$ cat src/hdl/ppcs_defines.svh
`ifndef PPCS_DEFINES_SVH
`define PPCS_DEFINES_SVH
// ==========================================================================
// Register byte addresses on APB
`define PPCS_ADDR_CS1_BASE 12'h000
`define PPCS_ADDR_CS2_BASE 12'h004
`define PPCS_ADDR_CS_MODE 12'h008
`define PPCS_ADDR_SLV_STAT 12'h00c
`define PPCS_ADDR_PAD_CFG 12'h010
`define PPCS_ADDR_XFER_CTRL 12'h014
`define PPCS_ADDR_XFER_STAT 12'h018
`define PPCS_ADDR_SLV_DATA 12'h01c
// ==========================================================================
// Reset values and base write mask
`define PPCS_CS1_BASE_RST 16'h0080
`define PPCS_CS2_BASE_RST 16'h0880
`define PPCS_BASE_MASK 16'hff80
// ==========================================================================
// Mode register fields
`define PPCS_ACK_MODE_SEL_HI 15
`define PPCS_ACK_MODE_SEL_LO 14
`define PPCS_AMW_HI 13
`define PPCS_AMW_LO 11
`define PPCS_DSU_HI 7
`define PPCS_DSU_LO 6
`define PPCS_DSW_HI 5
`define PPCS_DSW_LO 2
`define PPCS_DHW_HI 1
`define PPCS_DHW_LO 0
`define PPCS_MODE_MASK 16'hf8ff
// ==========================================================================
// Timing counts; phases per cycle, time-out and alt wait base in instruction cycles
`define PPCS_PHASES_PER_TCY 4
`define PPCS_ACK_TIMEOUT_TCY 8'hff
`define PPCS_AMW_BASE 4'h3
`endif

$ cat src/hdl/ppcs_pkg.sv
`default_nettype none
package ppcs_pkg;
  // Acknowledge modes
  typedef enum logic [1:0] {
    PPCS_ACK_NONE = 2'h0,
    PPCS_ACK_TMO = 2'h1,
    PPCS_ACK_WAIT = 2'h2,
    PPCS_ACK_RSVD = 2'h3
  } ppcs_ack_t;
  // Transfer sequencer states, one-hot
  typedef enum logic [4:0] {
    PPCS_IDLE = 5'h01,
    PPCS_SETUP = 5'h02,
    PPCS_STROBE = 5'h04,
    PPCS_HOLD = 5'h08,
    PPCS_ALTM = 5'h10
  } ppcs_state_t;
endpackage
`default_nettype wire

$ cat src/hdl/ppcs_buf_if.sv
`timescale 1ns/100ps
`default_nettype none
// Slave buffer access carrier between top and buffer memory
interface ppcs_buf_if;
  logic wr; // Write strobe
  logic [1:0] waddr; // Write slot
  logic [7:0] wdata; // Write byte
  logic [1:0] raddr; // Read slot
  logic [7:0] rdata; // Registered read byte
  modport ctl (output wr, output waddr, output wdata, output raddr, input rdata);
  modport mem (input wr, input waddr, input wdata, input raddr, output rdata);
endinterface
`default_nettype wire

$ cat src/hdl/ppcs_buf_mem.sv
`timescale 1ns/100ps
`default_nettype none
// ==========================================================================
// Four-byte slave buffer store, registered read
module ppcs_buf_mem (
  input wire logic pclk,
  ppcs_buf_if.mem bus
);
  logic [7:0] mem [0:3]; // Byte slots
  // Write and registered read; no reset needed on data
  always_ff @(posedge pclk) begin
    if (bus.wr) begin
      mem[bus.waddr] <= bus.wdata;
    end
    bus.rdata <= mem[bus.raddr];
  end
endmodule // ppcs_buf_mem
`default_nettype wire

$ cat src/hdl/ppcs_phase_gen.sv
`timescale 1ns/100ps
`default_nettype none
`include "ppcs_defines.svh"
// ==========================================================================
// Quarter-cycle phase counter: four phases make one instruction cycle
module ppcs_phase_gen (
  input wire logic pclk,
  input wire logic presetn,
  output logic [1:0] phase,
  output logic tcy_tick
);
  always_ff @(posedge pclk or negedge presetn) begin
    if (!presetn) begin
      phase <= 2'h0;
    end else begin
      phase <= phase + 2'h1;
    end
  end
  // Tick on the last phase of each instruction cycle
  assign tcy_tick = (phase == 2'h3);
endmodule // ppcs_phase_gen
`default_nettype wire

$ cat src/hdl/ppcs_top.sv
// Behaviour
// - Base address bits 15:7 writable, low zero
// - Distinct reset values for both bases
// - Whole zero write to second base sets cs2_unused flag
// - Acknowledge mode selects none, wait, timeout
// - Timeout limit 255 or strobe field
// - Alt master wait three plus field
// - Setup wait field plus quarter cycle
// - Write strobe field plus half cycle
// - Read strobe field plus three quarters
// - Write hold field plus quarter cycle
// - Input full when every slot full
// - Sticky overflow on write to full
// - Slot full set, cleared by read
// - Output empty when all slots empty
// - Sticky underflow on empty read
// - Slot empty set, cleared by write
// - Byte access clears both pair flags
// - TTL select bit, Schmitt default
// - Timeout sets sticky status flag
//
// The APB register port and the placing of the registers were chosen for this implementation.
`timescale 1ns/100ps
`default_nettype none
`include "ppcs_defines.svh"
module ppcs_top (
  input wire logic pclk,
  input wire logic presetn,
  input wire logic psel,
  input wire logic penable,
  input wire logic pwrite,
  input wire logic [11:0] paddr,
  input wire logic [31:0] pwdata,
  output logic [31:0] prdata,
  output logic pready,
  output logic pslverr,
  input wire logic port_acknowledge_in,
  input wire logic ext_in_wr,
  input wire logic [1:0] ext_in_slot,
  input wire logic [7:0] ext_in_data,
  input wire logic ext_out_rd,
  input wire logic [1:0] ext_out_slot,
  output logic [7:0] ext_out_data,
  output logic port_strobe,
  output logic port_data_oe,
  output logic port_busy,
  output logic ttl_input_select,
  output logic cs2_unused
);
  // ==========================================================================
  // Registers
  logic [15:0] cs1_base_address; // First chip select base
  logic [15:0] cs2_base_address; // Second chip select base
  logic [15:0] chip_select_mode; // Ack and wait fields
  logic [3:0] in_slot_full; // Per-slot input flags
  logic [3:0] out_slot_empty; // Per-slot output flags
  logic in_overflow; // Sticky overflow
  logic out_underflow; // Sticky underflow
  logic timeout_flag; // Sticky transfer time-out
  logic xfer_dir; // Last started direction, 1 = write
  logic [7:0] out_buf [0:3]; // Output bytes seen by the external master
  ppcs_pkg::ppcs_state_t state; // Sequencer state
  logic [7:0] wait_cnt; // Quarter-cycle phase counter
  logic [1:0] phase; // Quarter-cycle phase
  logic [7:0] tmo_tcy; // Whole instruction cycles spent in strobe
  logic [1:0] strobe_ph; // Phase on the edge that enters strobe
  logic [1:0] rd_slot; // Slot of the last local read
  ppcs_buf_if ibuf (); // Input buffer carrier

  // ==========================================================================
  // Address decode
  // Effects only at the edge where the access is answered
  wire acc = psel & penable & pready;
  wire wr_acc = acc & pwrite;
  wire hit_cs1 = paddr == `PPCS_ADDR_CS1_BASE;
  wire hit_cs2 = paddr == `PPCS_ADDR_CS2_BASE;
  wire hit_mode = paddr == `PPCS_ADDR_CS_MODE;
  wire hit_stat = paddr == `PPCS_ADDR_SLV_STAT;
  wire hit_pad = paddr == `PPCS_ADDR_PAD_CFG;
  wire hit_ctrl = paddr == `PPCS_ADDR_XFER_CTRL;
  wire hit_xst = paddr == `PPCS_ADDR_XFER_STAT;
  wire hit_data = paddr[11:4] == 8'h01 && paddr[3:0] == 4'hc;
  wire hit_any = hit_cs1 | hit_cs2 | hit_mode | hit_stat | hit_pad | hit_ctrl
    | hit_xst | hit_data;

  // Pair mask: a byte access covers both bytes of its word
  function automatic logic [3:0] pair_mask(input logic [1:0] slot);
    pair_mask = slot[1] ? 4'hc : 4'h3;
  endfunction

  // Software slot for local buffer access comes from pwdata[9:8]
  wire [1:0] sw_slot = pwdata[9:8];
  // Local read of input byte: write to data reg with bit 15 set selects read
  wire sw_in_rd = wr_acc & hit_data & pwdata[15];
  // Local write into output byte
  wire sw_out_wr = wr_acc & hit_data & ~pwdata[15];

  // ==========================================================================
  // Mode fields
  wire [1:0] ack_mode_sel = chip_select_mode[`PPCS_ACK_MODE_SEL_HI:`PPCS_ACK_MODE_SEL_LO];
  wire [2:0] alt_master_wait = chip_select_mode[`PPCS_AMW_HI:`PPCS_AMW_LO];
  wire [1:0] data_setup_wait = chip_select_mode[`PPCS_DSU_HI:`PPCS_DSU_LO];
  wire [3:0] strobe_active_wait = chip_select_mode[`PPCS_DSW_HI:`PPCS_DSW_LO];
  wire [1:0] data_hold_wait = chip_select_mode[`PPCS_DHW_HI:`PPCS_DHW_LO];
  wire ack_used = ack_mode_sel == ppcs_pkg::PPCS_ACK_TMO
    || ack_mode_sel == ppcs_pkg::PPCS_ACK_WAIT;
  wire ack_tmo = ack_mode_sel == ppcs_pkg::PPCS_ACK_TMO;
  wire [7:0] tmo_limit = (strobe_active_wait == 4'h0) ? `PPCS_ACK_TIMEOUT_TCY
    : {4'h0, strobe_active_wait};

  // Phase count of a whole-plus-fraction interval, minus one
  function automatic logic [7:0] ph_len(input logic [3:0] whole, input logic [1:0] q);
    ph_len = {2'h0, whole, 2'h0} + {6'h0, q} - 8'h01;
  endfunction

  wire [7:0] setup_len = ph_len({2'h0, data_setup_wait}, 2'h1);
  // strobe length, write half, read three quarters
  wire [7:0] strobe_len = ph_len(strobe_active_wait, xfer_dir ? 2'h2 : 2'h3);
  // hold length, write quarter, read whole cycles
  wire [7:0] hold_len = xfer_dir ? ph_len({2'h0, data_hold_wait}, 2'h1)
    : ph_len({2'h0, data_hold_wait}, 2'h0);
  // a zero read hold skips the hold state entirely
  wire hold_none = hold_len == 8'hff;
  // alternate master wait three plus field
  wire [7:0] altm_len = ph_len(`PPCS_AMW_BASE + {1'h0, alt_master_wait}, 2'h0);
  wire start_req = wr_acc & hit_ctrl & pwdata[0];
  wire alt_req = wr_acc & hit_ctrl & pwdata[2];
  // Strobe ends on ack, time-out or count, by mode
  wire strobe_done_cnt = wait_cnt >= strobe_len;
  // a whole cycle of strobe ends on its entry phase
  wire tcy_done = phase == strobe_ph;
  // Exact to the phase; an 8-bit phase count could not reach 255 cycles
  wire tmo_hit = ack_tmo && tcy_done && tmo_tcy == tmo_limit - 8'h01;
  wire ack_done = port_acknowledge_in;

  ppcs_phase_gen u_phase (
    .pclk(pclk),
    .presetn(presetn),
    .phase(phase),
    .tcy_tick()
  );

  // ==========================================================================
  // Input buffer memory: external writes, local registered reads
  assign ibuf.wr = ext_in_wr;
  assign ibuf.waddr = ext_in_slot;
  assign ibuf.wdata = ext_in_data;
  // remember the slot so a later APB read returns that byte
  always_ff @(posedge pclk or negedge presetn) begin
    if (!presetn) begin
      rd_slot <= 2'h0;
    end else if (sw_in_rd) begin
      rd_slot <= sw_slot;
    end
  end
  // Bypass on the command edge so a back-to-back read sees the byte
  assign ibuf.raddr = sw_in_rd ? sw_slot : rd_slot;
  ppcs_buf_mem u_ibuf (
    .pclk(pclk),
    .bus(ibuf)
  );

  // ==========================================================================
  // Base and mode registers
  always_ff @(posedge pclk or negedge presetn) begin
    if (!presetn) begin
      cs1_base_address <= `PPCS_CS1_BASE_RST;
      cs2_base_address <= `PPCS_CS2_BASE_RST;
      chip_select_mode <= 16'h0000;
      ttl_input_select <= 1'b0;
    end else if (wr_acc) begin
      if (hit_cs1) cs1_base_address <= pwdata[15:0] & `PPCS_BASE_MASK;
      if (hit_cs2) cs2_base_address <= pwdata[15:0] & `PPCS_BASE_MASK;
      if (hit_mode) chip_select_mode <= pwdata[15:0] & `PPCS_MODE_MASK;
      if (hit_pad) ttl_input_select <= pwdata[0];
    end
  end

  // whole zero write retires second select
  always_ff @(posedge pclk or negedge presetn) begin
    if (!presetn) begin
      cs2_unused <= 1'b0;
    end else if (wr_acc && hit_cs2) begin
      cs2_unused <= pwdata[15:0] == 16'h0000;
    end
  end

  // ==========================================================================
  // Slave buffer flags; hardware set wins over clear
  wire [3:0] in_set = ext_in_wr ? (4'h1 << ext_in_slot) : 4'h0;
  wire [3:0] in_clr = sw_in_rd ? pair_mask(sw_slot) : 4'h0;
  wire [3:0] out_clr = sw_out_wr ? pair_mask(sw_slot) : 4'h0;
  wire [3:0] out_set = ext_out_rd ? (4'h1 << ext_out_slot) : 4'h0;
  wire stat_wr = wr_acc & hit_stat;
  always_ff @(posedge pclk or negedge presetn) begin
    if (!presetn) begin
      in_slot_full <= 4'h0;
      out_slot_empty <= 4'hf;
      in_overflow <= 1'b0;
      out_underflow <= 1'b0;
    end else begin
      // set by data, pair cleared by read
      in_slot_full <= (in_slot_full & ~in_clr) | in_set;
      // pair cleared by write, set by drain
      out_slot_empty <= (out_slot_empty & ~out_clr) | out_set;
      in_overflow <= (in_overflow & ~(stat_wr & ~pwdata[14]))
        | (ext_in_wr & in_slot_full[ext_in_slot]);
      out_underflow <= (out_underflow & ~(stat_wr & ~pwdata[6]))
        | (ext_out_rd & out_slot_empty[ext_out_slot]);
    end
  end
  wire in_all_full = &in_slot_full;
  wire out_all_empty = &out_slot_empty;

  // Output bytes and external read data
  always_ff @(posedge pclk or negedge presetn) begin
    if (!presetn) begin
      out_buf[0] <= 8'h00;
      out_buf[1] <= 8'h00;
      out_buf[2] <= 8'h00;
      out_buf[3] <= 8'h00;
      ext_out_data <= 8'h00;
    end else begin
      if (sw_out_wr) out_buf[sw_slot] <= pwdata[7:0];
      if (ext_out_rd) ext_out_data <= out_buf[ext_out_slot];
    end
  end

  // ==========================================================================
  // Transfer sequencer in quarter-cycle phases
  always_ff @(posedge pclk or negedge presetn) begin
    if (!presetn) begin
      state <= ppcs_pkg::PPCS_IDLE;
      wait_cnt <= 8'h00;
      xfer_dir <= 1'b0;
      timeout_flag <= 1'b0;
    end else begin
      // time-out sticky, set wins over clear
      if (wr_acc && hit_xst && !pwdata[12]) timeout_flag <= 1'b0;
      case (state)
        ppcs_pkg::PPCS_IDLE: begin
          wait_cnt <= 8'h00;
          if (start_req) begin
            xfer_dir <= pwdata[1];
            state <= ppcs_pkg::PPCS_SETUP;
          end else if (alt_req) begin
            state <= ppcs_pkg::PPCS_ALTM;
          end
        end
        ppcs_pkg::PPCS_SETUP: begin
          wait_cnt <= wait_cnt + 8'h01;
          if (wait_cnt >= setup_len) begin
            wait_cnt <= 8'h00;
            state <= ppcs_pkg::PPCS_STROBE;
          end
        end
        ppcs_pkg::PPCS_STROBE: begin
          wait_cnt <= wait_cnt + 8'h01;
          if (ack_used && ack_done) begin
            wait_cnt <= 8'h00;
            state <= hold_none ? ppcs_pkg::PPCS_IDLE : ppcs_pkg::PPCS_HOLD;
          end else if (tmo_hit) begin
            timeout_flag <= 1'b1;
            wait_cnt <= 8'h00;
            state <= hold_none ? ppcs_pkg::PPCS_IDLE : ppcs_pkg::PPCS_HOLD;
          end else if (!ack_used && strobe_done_cnt) begin
            wait_cnt <= 8'h00;
            state <= hold_none ? ppcs_pkg::PPCS_IDLE : ppcs_pkg::PPCS_HOLD;
          end
        end
        ppcs_pkg::PPCS_HOLD: begin
          wait_cnt <= wait_cnt + 8'h01;
          if (wait_cnt >= hold_len) begin
            state <= ppcs_pkg::PPCS_IDLE;
          end
        end
        ppcs_pkg::PPCS_ALTM: begin
          wait_cnt <= wait_cnt + 8'h01;
          if (wait_cnt >= altm_len) begin
            state <= ppcs_pkg::PPCS_IDLE;
          end
        end
        default: begin
          state <= ppcs_pkg::PPCS_IDLE;
        end
      endcase
    end
  end

  // count whole instruction cycles of strobe for the time-out
  always_ff @(posedge pclk or negedge presetn) begin
    if (!presetn) begin
      tmo_tcy <= 8'h00;
      strobe_ph <= 2'h0;
    end else if (state != ppcs_pkg::PPCS_STROBE) begin
      // Tracks the phase until the edge that enters strobe
      tmo_tcy <= 8'h00;
      strobe_ph <= phase;
    end else if (tcy_done) begin
      tmo_tcy <= tmo_tcy + 8'h01;
    end
  end

  // Registered port pins
  always_ff @(posedge pclk or negedge presetn) begin
    if (!presetn) begin
      port_strobe <= 1'b0;
      port_data_oe <= 1'b0;
      port_busy <= 1'b0;
    end else begin
      port_strobe <= state == ppcs_pkg::PPCS_STROBE;
      port_data_oe <= xfer_dir && (state == ppcs_pkg::PPCS_SETUP
        || state == ppcs_pkg::PPCS_STROBE || state == ppcs_pkg::PPCS_HOLD);
      port_busy <= state != ppcs_pkg::PPCS_IDLE;
    end
  end

  // ==========================================================================
  // APB read mux and answer; zero wait states
  wire [15:0] stat_word = {in_all_full, in_overflow, 2'h0, in_slot_full,
    out_all_empty, out_underflow, 2'h0, out_slot_empty};
  wire [15:0] rd_word = hit_cs1 ? cs1_base_address
    : hit_cs2 ? cs2_base_address
    : hit_mode ? chip_select_mode
    : hit_stat ? stat_word
    : hit_pad ? {15'h0000, ttl_input_select}
    : hit_xst ? {port_busy, 2'h0, timeout_flag, 11'h000, cs2_unused}
    : hit_data ? {8'h00, ibuf.rdata}
    : 16'h0000;
  always_ff @(posedge pclk or negedge presetn) begin
    if (!presetn) begin
      prdata <= 32'h00000000;
      pready <= 1'b0;
      pslverr <= 1'b0;
    end else begin
      pready <= psel & ~penable;
      pslverr <= psel & ~penable & ~hit_any;
      prdata <= {16'h0000, rd_word};
    end
  end
endmodule // ppcs_top
`default_nettype wire

$ cat config.mk
export PLATFORM = sky130hd
export DESIGN_NAME = ppcs_top
export DESIGN_NICKNAME = d
export VERILOG_FILES = /design/src/hdl/ppcs_pkg.sv /design/src/hdl/ppcs_buf_if.sv /design/src/hdl/ppcs_buf_mem.sv /design/src/hdl/ppcs_phase_gen.sv /design/src/hdl/ppcs_top.sv
export VERILOG_INCLUDE_DIRS = /design/src /design/src/hdl
export SDC_FILE = /design/constraint.sdc
export NUM_CORES = 1
export LEC_CHECK = 0
export ABC_AREA = 1
export BUFFER_PORTS_ARGS = -buffer_cell sky130_fd_sc_hd__clkbuf_2
export CORE_ASPECT_RATIO = 1.25
export CORE_MARGIN = 2
export CORE_UTILIZATION = 55
export CTS_CLUSTER_DIAMETER = 100
export DETAILED_ROUTE_END_ITERATION = 12
export PLACE_DENSITY_LB_ADDON = 0.2
export SYNTH_ARGS = -nofsm -noshare
export SYNTH_HDL_FRONTEND = slang
export SYNTH_SLANG_ARGS = --single-unit
$ cat constraint.sdc
create_clock -name pclk -period 6.62 [get_ports pclk]
set_input_delay 0.331 -clock pclk [delete_from_list [all_inputs] [get_ports pclk]]
set_output_delay 0.331 -clock pclk [all_outputs]
set_load 0.01 [all_outputs]
==> results of run 1 <==
[Yosys cell counts, types with 6 or more instances]
library cell | count | area share
nand3b_1 | 9 | 0.0077
nand3_1 | 57 | 0.033
edfxtp_1 | 32 | 0.11
nand4_1 | 13 | 0.0093
nor2_1 | 77 | 0.033
a41oi_1 | 8 | 0.0080
o22ai_1 | 13 | 0.0093
nand3_2 | 7 | 0.0080
inv_1 | 139 | 0.060
o21ai_0 | 92 | 0.053
buf_4 | 16 | 0.014
a21oi_1 | 29 | 0.017
dfrtp_1 | 125 | 0.36
dfxtp_1 | 8 | 0.018
nor3_1 | 10 | 0.0057
xor2_1 | 6 | 0.0060
ha_1 | 32 | 0.046
clkbuf_1 | 6 | 0.0026
a22oi_1 | 9 | 0.0077
dfstp_2 | 8 | 0.024
nand2_1 | 261 | 0.11
[cell type report]
class | count | area [um2]
fill | 1369 | 5670
sequential | 173 | 4460
multi-input combinational | 688 | 3600
inverter | 144 | 543
clock buffer | 19 | 443
timing repair buffer | 81 | 422
tap | 212 | 265
clock inverter | 13 | 171
[logic make-up (layout without fill, tap and decap cells)]
group | Yosys count | in the layout | share of synthesized area
xor gates and xnor gates | 7 | 7 | 0.00701
AOI/OAI and AO/OA | 169 | 169 | 0.110
DFF | 173 | 173 | 0.510
muxes | 1 | 1 | 0.00129
adders and majority gates | 32 | 32 | 0.0458
and+or+nand+nor | 463 | 463 | 0.240
buffers and inverters | 175 | 257 | 0.0849
other | 1 | 16 | 0.000429
[power groups by stage]
stage	Combinational, mW	Sequential, mW	Clock [mW]
floorplan	0.121	1.15	0
global placement	0.198	1.15	0
detailed placement	0.200	1.15	0
CTS	0.201	1.13	1.05
global route	0.225	1.13	1.10
finish	0.201	1.13	1.04
[per-stage QoR]
stage	total power, mW	worst slack (ns)	utilization	hold WS, ns
final	2.37	3.99	0.636	0.0724
after global routing	2.45	3.71	0.636	0.0811
after CTS	2.38	4.03	0.636	0.0643
after detailed placement	1.35	4.05	0.596	0.346
after global placement	1.34	4.08	0.596	0.338
after floorplan	1.27	4.53	-	0.0354
[path summary, 6_finish.rpt]
check / from / endpoint / slack, ns / cells past startpoint
max: chip_select_mode[5]$_DFFE_PN0P_ / wait_cnt[4]$_DFFE_PN0P_ / 3.99 / 18
min: penable / pready$_DFF_PN0_ / 0.07 / 2
max reg2reg: chip_select_mode[5]$_DFFE_PN0P_ / wait_cnt[4]$_DFFE_PN0P_ / 3.99 / 18
min reg2reg: out_buf[11]$_DFFE_PN0P_ / out_buf[11]$_DFFE_PN0P_ / 0.48 / 2
max in group asynchronous: presetn / prdata[13]$_DFF_PN0_ / 4.82 / 3
min in group asynchronous: presetn / tmo_tcy[2]$_DFFE_PN0P_ / 0.43 / 2
[critical path: stages, from the launching register on]
cell and delay, ns:
dfrtp_1 0.46, nor2_2 0.22, nand2_1 0.24, nand2_1 0.15, inv_1 0.05, ha_1 0.20
inv_1 0.08, o21ai_0 0.15, nand2_1 0.12, nand2_1 0.07, nand2_1 0.06, inv_1 0.04
nand2_1 0.06, nor2_1 0.04, nand2_1 0.10, nand3_2 0.13, nand2_1 0.25, nand2_1 0.09
nand2_1 0.06
[per-layer routing]
layer	share of wire	global-route usage	wire (um)	up-vias
li1	-	-	-	3493
met1	0.42	0.324	8660	3273
met2	0.50	0.430	10300	189
met3	0.052	0.0572	1080	42
met4	0.027	0.0982	563	0
met5	0	0	0	-
[flip-flops by register name, indices dropped and copies added (netlist names), 4 cells and up]
signal,cells
in_slot_full,4
u_ibuf.bus.rdata,8
out_buf,32
chip_select_mode,13
state,5
u_ibuf.mem,32
ext_out_data,8
out_slot_empty,4
prdata,16
cs2_base_address,9
tmo_tcy,8
wait_cnt,8
cs1_base_address,9
==> results.py, run 1 <==
metrics = {
    "drt": {
        "totalWireLength_um": 20600,
        "via_per_inst": 5.26,
        "drt_first_pass_iters": 6,
        "wl_per_cell_um": 15.5,
        "dr_total_vias": 6997,
        "postRouteAntennaNets": 0,
        "drt_iter0_markers": 483,
        "drcViolationCount": 0,
    },
    "clock_tree": {
        "cts_root_buf": "clkbuf_16",
        "path_clk_slew_ns": 0.07,
        "cts_setup_buffers": 0,
        "cts_sinks": 173,
        "cts_tree": "built",
        "clk_latency_ns": 0.44,
        "htree_levels": 4,
        "cts_resized": 0,
        "cts_hold_buf": 1,
        "cts_made_buffers": 17,
        "cts_buffer_depth": 2,
    },
    "placed_design": {
        "gp_congestion": 0.960,
        "port_buffers": 78,
        "hpwlAfterDp_um": 14900,
        "dpl.cell_count": 1297,
        "place_area_um2": 9280,
    },
    "yosys": {
        "syn_avg_cell_area_um2": 8.56,
        "ys_ff_latch": 173,
        "synth_edf_count": 32,
        "async_flop_share": 0.769,
        "yosysSeqAreaShare": 0.510,
        "ys_types": 50,
        "syn_inst": 1021,
        "synthFlopType": "dfrtp_1",
        "synth_area_um2": 8740,
        "ys_warn_count": 0,
    },
    "critical_path": {
        "arrival_ns": 3.01,
        "cp.required_ns": 7.00,
        "critPathMaxFanout": 8,
        "end_kind": "flip-flop",
        "setup.worst_path.class": "flip-flop to flip-flop",
        "start_kind": "flip-flop",
    },
    "timing": {
        "period_share": 0.397,
        "setup_viol": 0,
        "slew_viol_final": 0,
        "tightest_slew_ns": 0.924,
        "rsz0062_at_grt": "false",
        "fmaxAchievable_ghz": 0.381,
        "fin_crit_ns": 2.63,
        "fin_tns_setup_ns": 0,
        "finalHoldViolCount": 0,
        "slew_headroom": 0.379,
        "fin_skew_ns": 0.00723,
    },
    "cells_and_area": {
        "final_cell_mix": "nand2_1 (261), inv_1 (139), dfrtp_1 (125)",
        "nNetsFinal": 1201,
        "layout_commonest_cell": "nand2_1",
        "stdcell_area_um2": 9900,
        "area_growth_pct": 13.3,
        "drive_gt1_frac": 0.139,
        "n_antenna_cell": 0,
        "layoutNonFillerInstCount": 1330,
    },
    "pwr": {
        "combPwrFrac": 0.085,
        "clkPwrFrac": 0.440,
        "pwr_density_cell_nw_per_um2": 240,
        "seq_power_share": 0.475,
        "power_switching_share": 0.260,
        "max-vdd-ir-drop_mv": 0.182,
        "p_leak_nw": 4.88,
        "power.switching_uw": 617,
        "intPower_mw": 1.76,
    },
    "global_routing": {
        "grt_antenna_before_repair": 0,
        "grt_use_total": 0.258,
        "grt_pass1_wl_um": 33600,
        "grt_max_degree": 75,
        "grt_pass1_vias": 6782,
        "gr-total-overflow": 0,
    },
    "hold_path": {
        "hp-class": "primary input to flip-flop",
    },
    "job": {
        "maxCapViolCount": 0,
    },
    "floorplanning": {
        "num_rows": 51,
        "pin_count": 111,
        "start_util": 0.561,
        "die_h_um": 145,
        "coreArea_um2": 15600,
        "fp.dieArea_um2": 16900,
        "fp.dieW_um": 117,
    },
    "status": {
        "status": "complete, no violations",
    },
}
Note: power is estimated with default switching activity, not from simulation.
==> inputs of run 2 (changes only) <==
--- a/config.mk
+++ b/config.mk
@@ -6,7 +6,7 @@
 export SDC_FILE = /design/constraint.sdc
 export NUM_CORES = 1
 export LEC_CHECK = 0
-export ABC_AREA = 1
+export ABC_AREA = 0
 export BUFFER_PORTS_ARGS = -buffer_cell sky130_fd_sc_hd__clkbuf_2
 export CORE_ASPECT_RATIO = 1.25
 export CORE_MARGIN = 2
==> constraint.sdc (replaced) <==
create_clock -name pclk -period 2.5 [get_ports pclk]
set_input_delay 0.125 -clock pclk [delete_from_list [all_inputs] [get_ports pclk]]
set_output_delay 0.125 -clock pclk [all_outputs]
set_load 0.01 [all_outputs]
==> results.py, run 2 <==
metrics = {
    "status": {
        "status": "complete, no violations",
    },
    "timing": {
        "fin_skew_ns": 0.0100,
        "worst_slack_ns": 0.0806,
        "slew_viol_final": 0,
        "rsz0062_at_grt": "true",
        "fmaxAchievable_ghz": 0.413,
        "slew_headroom": 0.218,
        "tightest_slew_ns": 1.16,
        "finalHoldViolCount": 0,
        "setup_viol": 0,
        "fin_crit_ns": 2.42,
        "period_share": 0.968,
    },
    "drt": {
        "wl_per_cell_um": 18.9,
        "dr_total_vias": 6116,
        "drcViolationCount": 0,
        "postRouteAntennaNets": 0,
        "drt_first_pass_iters": 5,
        "drt_iter0_markers": 488,
        "via_per_inst": 5.82,
        "totalWireLength_um": 19900,
    },
    "placed_design": {
        "gp_congestion": 0.857,
        "place_ws_ns": -0.216,
        "hpwlAfterDp_um": 14400,
        "port_buffers": 78,
        "place_area_um2": 9200,
        "dpl.cell_count": 1002,
    },
    "clock_tree": {
        "cts_buffer_depth": 2,
        "htree_levels": 4,
        "cts_root_buf": "clkbuf_16",
        "cts_tree": "built",
        "path_clk_slew_ns": 0.07,
        "cts_made_buffers": 17,
        "cts_sinks": 173,
        "clk_latency_ns": 0.43,
    },
    "hold_path": {
        "hold_depth": 3,
        "hp-class": "primary input to flip-flop",
    },
    "critical_path": {
        "rr_endpoint": "state[0]$_DFFE_PN1P_",
        "crit_start": "chip_select_mode[3]$_DFFE_PN0P_",
        "arrival_ns": 2.75,
        "r2r_slack_ns": 0.08,
        "critPathMaxFanout": 5,
        "cp.required_ns": 2.83,
        "setup.worst_path.class": "flip-flop to flip-flop",
        "rr_worst_depth": 9,
        "cp-endpoint": "state[0]$_DFFE_PN1P_",
        "reg2reg_from": "chip_select_mode[3]$_DFFE_PN0P_",
        "end_kind": "flip-flop",
        "start_kind": "flip-flop",
    },
    "floorplanning": {
        "pin_count": 111,
        "coreArea_um2": 14900,
        "start_util": 0.559,
        "die_h_um": 142,
        "num_rows": 50,
        "fp.dieArea_um2": 16100,
        "fp.dieW_um": 114,
    },
    "yosys": {
        "synth_area_leaders": "dfrtp_1 (38%), edfxtp_1 (12%), mux2_2 (8.0%)",
        "synth_edf_count": 32,
        "yosysTopAreaCell": "dfrtp_1",
        "synthFlopType": "dfrtp_1",
        "syn_avg_cell_area_um2": 11.6,
        "yosysMostFrequentCell": "dfrtp_1",
        "yosysSeqAreaShare": 0.536,
        "yosys-top-cells-count": "dfrtp_1 (125), nand2_1 (85), mux2_2 (59)",
        "synth-simple-area-share": 0.125,
        "synthXorXnorAreaFrac": 0.0206,
        "async_flop_share": 0.769,
        "syn_inst": 718,
        "synthMuxAreaShare": 0.117,
        "ys_ff_latch": 173,
        "synth_top_area_share": 0.376,
        "synth_area_um2": 8320,
        "synth_fa_ha_area_frac": 0.0481,
        "ys_types": 77,
        "synth_compound_area_frac": 0.105,
        "synth_top_family_by_area": "simple AND/OR/NAND/NOR gates",
        "ys_warn_count": 0,
    },
    "cells_and_area": {
        "layoutNonFillerInstCount": 1051,
        "area_growth_pct": 20.0,
        "drive_gt1_frac": 0.313,
        "n_antenna_cell": 0,
        "stdcell_area_um2": 9990,
        "fin_util": 0.671,
        "final_cell_mix": "dfrtp_1 (124), nand2_1 (85), clkbuf_2 (77)",
        "fillers": 1130,
        "layout_commonest_cell": "dfrtp_1",
        "nNetsFinal": 952,
        "top_regs": "out_buf: 32 flops, u_ibuf.mem: 32 flops, prdata: 16 flops",
    },
    "pwr": {
        "total_power_mw": 5.67,
        "max-vdd-ir-drop_mv": 0.511,
        "pwr_density_cell_nw_per_um2": 568,
        "p_leak_nw": 4.84,
    },
    "global_routing": {
        "grt_pass1_wl_um": 32400,
        "grt_max_degree": 58,
        "grt_antenna_before_repair": 0,
        "grt_pass1_vias": 6422,
        "gr-total-overflow": 0,
        "grt_use_total": 0.261,
    },
    "job": {
        "maxCapViolCount": 0,
    },
}
run 2: cell count changes after synthesis, moves of 8 or more:
cell and delta:
o22ai_1 -8, mux4_2 +10, clkbuf_1 +13, nand3_1 -52, nand2_1 -176, nor2_1 -45
a41oi_1 -8, inv_1 -104, o21ai_0 -51, nand3b_1 -8, a32oi_1 +8, mux2_2 +58
run 2: cells by family (layout without fill, tap and decap cells):
logic type      count (synthesis)  count (layout)
buf+inv                        84             220
xor+xnor                       18              18
simple gates                  200             200
compound gates                133             133
flops                         173             173
fa+ha+maj                      32              32
mux                            77              77
other cells                     1              16
run 2: worst max-delay path: stages (launching register included):
cell      delay [ns]
dfrtp_1         0.40
inv_1           0.10
a21oi_2         0.15
ha_2            0.24
xor2_2          0.17
mux2_2          0.36
o22ai_2         0.18
a31oi_4         0.14
nand2b_1        0.22
o41ai_2         0.33
run 2: per-stage QoR:
| stage | hold slack [ns] | setup TNS, ns |
|---|---|---|
| 2_1_floorplan | -0.171 | 0 |
| 3_3_place_gp | 0.108 | -2.60 |
| 3_5_place_dp | 0.128 | -3.20 |
| 4_1_cts | 0.00805 | 0 |
| 5_1_grt | 0.0163 | -0.0911 |
| 6_report | 0.0170 | 0 |
run 2: power breakdown:
| group | internal (mW) | total [mW] | switching (mW) |
|---|---|---|---|
| Sequential | 2.91 | 2.92 | 0.0111 |
| Combinational | 0.0785 | 0.238 | 0.160 |
| Clock | 1.38 | 2.51 | 1.13 |
| Total | 4.37 | 5.67 | 1.30 |
run 2: worst min path at each step:
| stage | from | end | slack, ns |
|---|---|---|---|
| after CTS | pwdata[12] | cs2_base_address[12]$_DFFE_PN0P_ | 0.008 |
| after floorplan | presetn | chip_select_mode[0]$_DFFE_PN0P_ | -0.17 |
| final | pwdata[12] | cs2_base_address[12]$_DFFE_PN0P_ | 0.02 |
| after detailed placement | presetn | tmo_tcy[2]$_DFFE_PN0P_ | 0.13 |
| after global placement | presetn | tmo_tcy[6]$_DFFE_PN0P_ | 0.11 |
| after global routing | pwdata[12] | cs2_base_address[12]$_DFFE_PN0P_ | 0.02 |
run 2: timing repair:
action,4_1_cts,5_1_grt
pin swaps,0,0
setup endpoints to repair,1,19
setup buffers,0,1
endpoints found under the hold margin,91,0
hold buffers,16,0
resized for setup,5,8
run 2: layout make-up:
cell class | instances | area (um2) | area share
Clock buffer | 17 | 425 | 0.0426
Timing Repair Buffer | 151 | 1010 | 0.101
Inverter | 37 | 143 | 0.0143
Sequential cell | 173 | 4460 | 0.447
Tap cell | 182 | 228 | 0.0228
Multi-Input combinational cell | 476 | 3580 | 0.359
Clock inverter | 15 | 136 | 0.0137
run 2: layer usage:
metal	vias to the layer above	wire length, um	track usage
met2	174	10500	0.449
met4	0	586	0.112
met5	-	0	0
met1	3070	7950	0.313
met3	41	837	0.0594
li1	2831	-	-
==> inputs of run 3 (changes only) <==
--- a/config.mk
+++ b/config.mk
@@ -7,12 +7,12 @@
 export NUM_CORES = 1
 export LEC_CHECK = 0
 export ABC_AREA = 0
-export BUFFER_PORTS_ARGS = -buffer_cell sky130_fd_sc_hd__clkbuf_2
 export CORE_ASPECT_RATIO = 1.25
 export CORE_MARGIN = 2
 export CORE_UTILIZATION = 55
 export CTS_CLUSTER_DIAMETER = 100
 export DETAILED_ROUTE_END_ITERATION = 12
+export DONT_BUFFER_PORTS = 1
 export PLACE_DENSITY_LB_ADDON = 0.2
 export SYNTH_ARGS = -nofsm -noshare
 export SYNTH_HDL_FRONTEND = slang
==> results.py, run 3 (synthesis results as in run 2) <==
metrics = {
    "clock_tree": {
        "cts_root_buf": "clkbuf_16",
        "cts_buffer_depth": 2,
        "cts_made_buffers": 17,
        "path_clk_slew_ns": 0.07,
        "cts_tree": "built",
        "cts_hold_buf": 41,
        "clk_latency_ns": 0.44,
        "htree_levels": 4,
        "cts_sinks": 173,
    },
    "timing": {
        "tightest_slew_ns": 1.16,
        "finalHoldViolCount": 133,
        "fmaxAchievable_ghz": 0.404,
        "fin_skew_ns": 0.0128,
        "holdWs_ns": -0.614,
        "fin_crit_ns": 2.48,
        "period_share": 0.990,
        "worst_slack_ns": 0.0239,
        "slew_viol_final": 0,
        "slew_headroom": 0.218,
        "setup_viol": 0,
        "fin_tns_setup_ns": 0,
    },
    "critical_path": {
        "reg2reg_from": "chip_select_mode[2]$_DFFE_PN0P_",
        "crit_start": "paddr[9]",
        "r2r_slack_ns": 0.12,
        "cp.required_ns": 2.81,
        "cpPeakStageDelay_ns": 0.56,
        "critPathMaxFanout": 7,
        "rr_worst_depth": 8,
        "path_cells": "or4_4, or4_4, buf_4, nor3_1, buf_4, nand2_1, o21ai_0, nand2_1, dlygate4sd3_1",
        "arrival_ns": 2.79,
        "cp-endpoint": "out_underflow$_DFF_PN0_",
        "start_kind": "primary input",
        "end_kind": "flip-flop",
        "setup.worst_path.class": "primary input to flip-flop",
        "slowest_stage": "or4_4",
        "rr_endpoint": "state[0]$_DFFE_PN1P_",
    },
    "cells_and_area": {
        "ff_latch_area_um2": 4460,
        "fillers": 1111,
        "multi_input_area_um2": 3580,
        "drive_gt1_frac": 0.237,
        "final_cell_mix": "dfrtp_1 (124), nand2_1 (85), mux2_2 (59)",
        "top_regs": "out_buf: 32 flops, u_ibuf.mem: 32 flops, prdata: 16 flops",
        "area_growth_pct": 18.5,
        "layout_commonest_cell": "dfrtp_1",
        "nNetsFinal": 896,
    },
    "floorplanning": {
        "die_h_um": 142,
        "start_util": 0.559,
        "num_rows": 50,
        "fp.dieW_um": 114,
        "pin_count": 111,
        "fp.dieArea_um2": 16100,
        "coreArea_um2": 14900,
    },
    "drt": {
        "totalWireLength_um": 20200,
        "dr_total_vias": 5960,
        "drt_first_pass_iters": 5,
        "postRouteAntennaNets": 0,
        "drt_iter0_markers": 421,
        "wl_per_cell_um": 20.2,
        "drcViolationCount": 0,
        "via_per_inst": 5.97,
    },
    "global_routing": {
        "grt.met1_usage": 0.316,
        "grt_antenna_before_repair": 2,
        "busiest_layer": "met2",
        "met2_usage": 0.432,
        "grt_use_total": 0.262,
        "grt_pass1_wl_um": 32100,
        "grt_max_degree": 134,
        "grt_util_met3": 0.0649,
        "grt_pass1_vias": 6104,
        "gr-total-overflow": 0,
    },
    "pwr": {
        "power.switching_mw": 1.28,
        "clkPwrFrac": 0.462,
        "intPower_mw": 4.44,
        "p_leak_nw": 4.60,
        "power_switching_share": 0.223,
        "total_power_mw": 5.72,
        "max-vdd-ir-drop_mv": 0.572,
        "pwr_density_cell_nw_per_um2": 580,
        "seq_power_share": 0.510,
        "combPwrFrac": 0.028,
    },
    "placed_design": {
        "port_buffers": 0,
        "gp_congestion": 0.873,
        "place_ws_ns": -0.0687,
        "hpwlAfterDp_um": 13500,
    },
    "status": {
        "failed_checks": "hold timing",
        "status": "finished with violations",
    },
    "job": {
        "maxCapViolCount": 0,
    },
    "hold_path": {
        "hp-class": "primary input to asynchronous set/reset pin",
    },
}
[run 3: worst min path at each step]
stage	slack, ns	from	end
after floorplan	-0.17	presetn	chip_select_mode[0]$_DFFE_PN0P_
after global placement	-0.16	presetn	tmo_tcy[2]$_DFFE_PN0P_
after detailed placement	-0.16	presetn	tmo_tcy[6]$_DFFE_PN0P_
after CTS	-0.63	presetn	cs1_base_address[12]$_DFFE_PN0P_
after global routing	-0.64	presetn	cs1_base_address[15]$_DFFE_PN0P_
final	-0.61	presetn	cs1_base_address[12]$_DFFE_PN0P_
[run 3: what timing repair did]
| item | 4_1_cts | 5_1_grt |
|---|---|---|
| endpoints found under the setup margin | 1 | 13 |
| setup buffers | 2 | 2 |
| pin swaps | 0 | 1 |
| gates resized for setup | 4 | 8 |
| endpoints found under the hold margin | 262 | 133 |
[run 3: worst max-delay path, delay by kind of cell]
| kind | cells | cell delay, ns |
|---|---|---|
| buf+inv | 3 | 0.92 |
| simple gates | 5 | 1.55 |
| compound gates | 1 | 0.18 |
[run 3: metrics by stage]
stage	std cells	utilization	instance area, um2
floorplan	733	-	8380
global placement	918	0.588	8750
detailed placement	918	0.588	8750
CTS	993	0.658	9790
global route	999	0.662	9860
finish	999	0.662	9860
[run 3: metal layers]
layer / up-vias / routed length (um)
met1: 2971 / 7910
met2: 190 / 10300
met3: 62 / 1070
li1: 2737 / -
met4: 0 / 898
met5: - / 0
[run 3: final cells by class]
cell class | count | share of cell area
sequential | 173 | 0.452
multi-input combinational | 476 | 0.363
timing repair buffer | 95 | 0.0853
clock buffer | 18 | 0.0457
tap | 182 | 0.0231
clock inverter | 14 | 0.0147
inverter | 37 | 0.0145
antenna | 4 | 0.00102
[run 3: power by group through the flow]
stage	clock [mW]	combinational (mW)	sequential [mW]
global route	2.80	0.170	2.92
CTS	2.69	0.155	2.92
finish	2.65	0.158	2.92
global placement	0	0.0683	2.97
floorplan	0	0.0925	2.97
detailed placement	0	0.0695	2.97
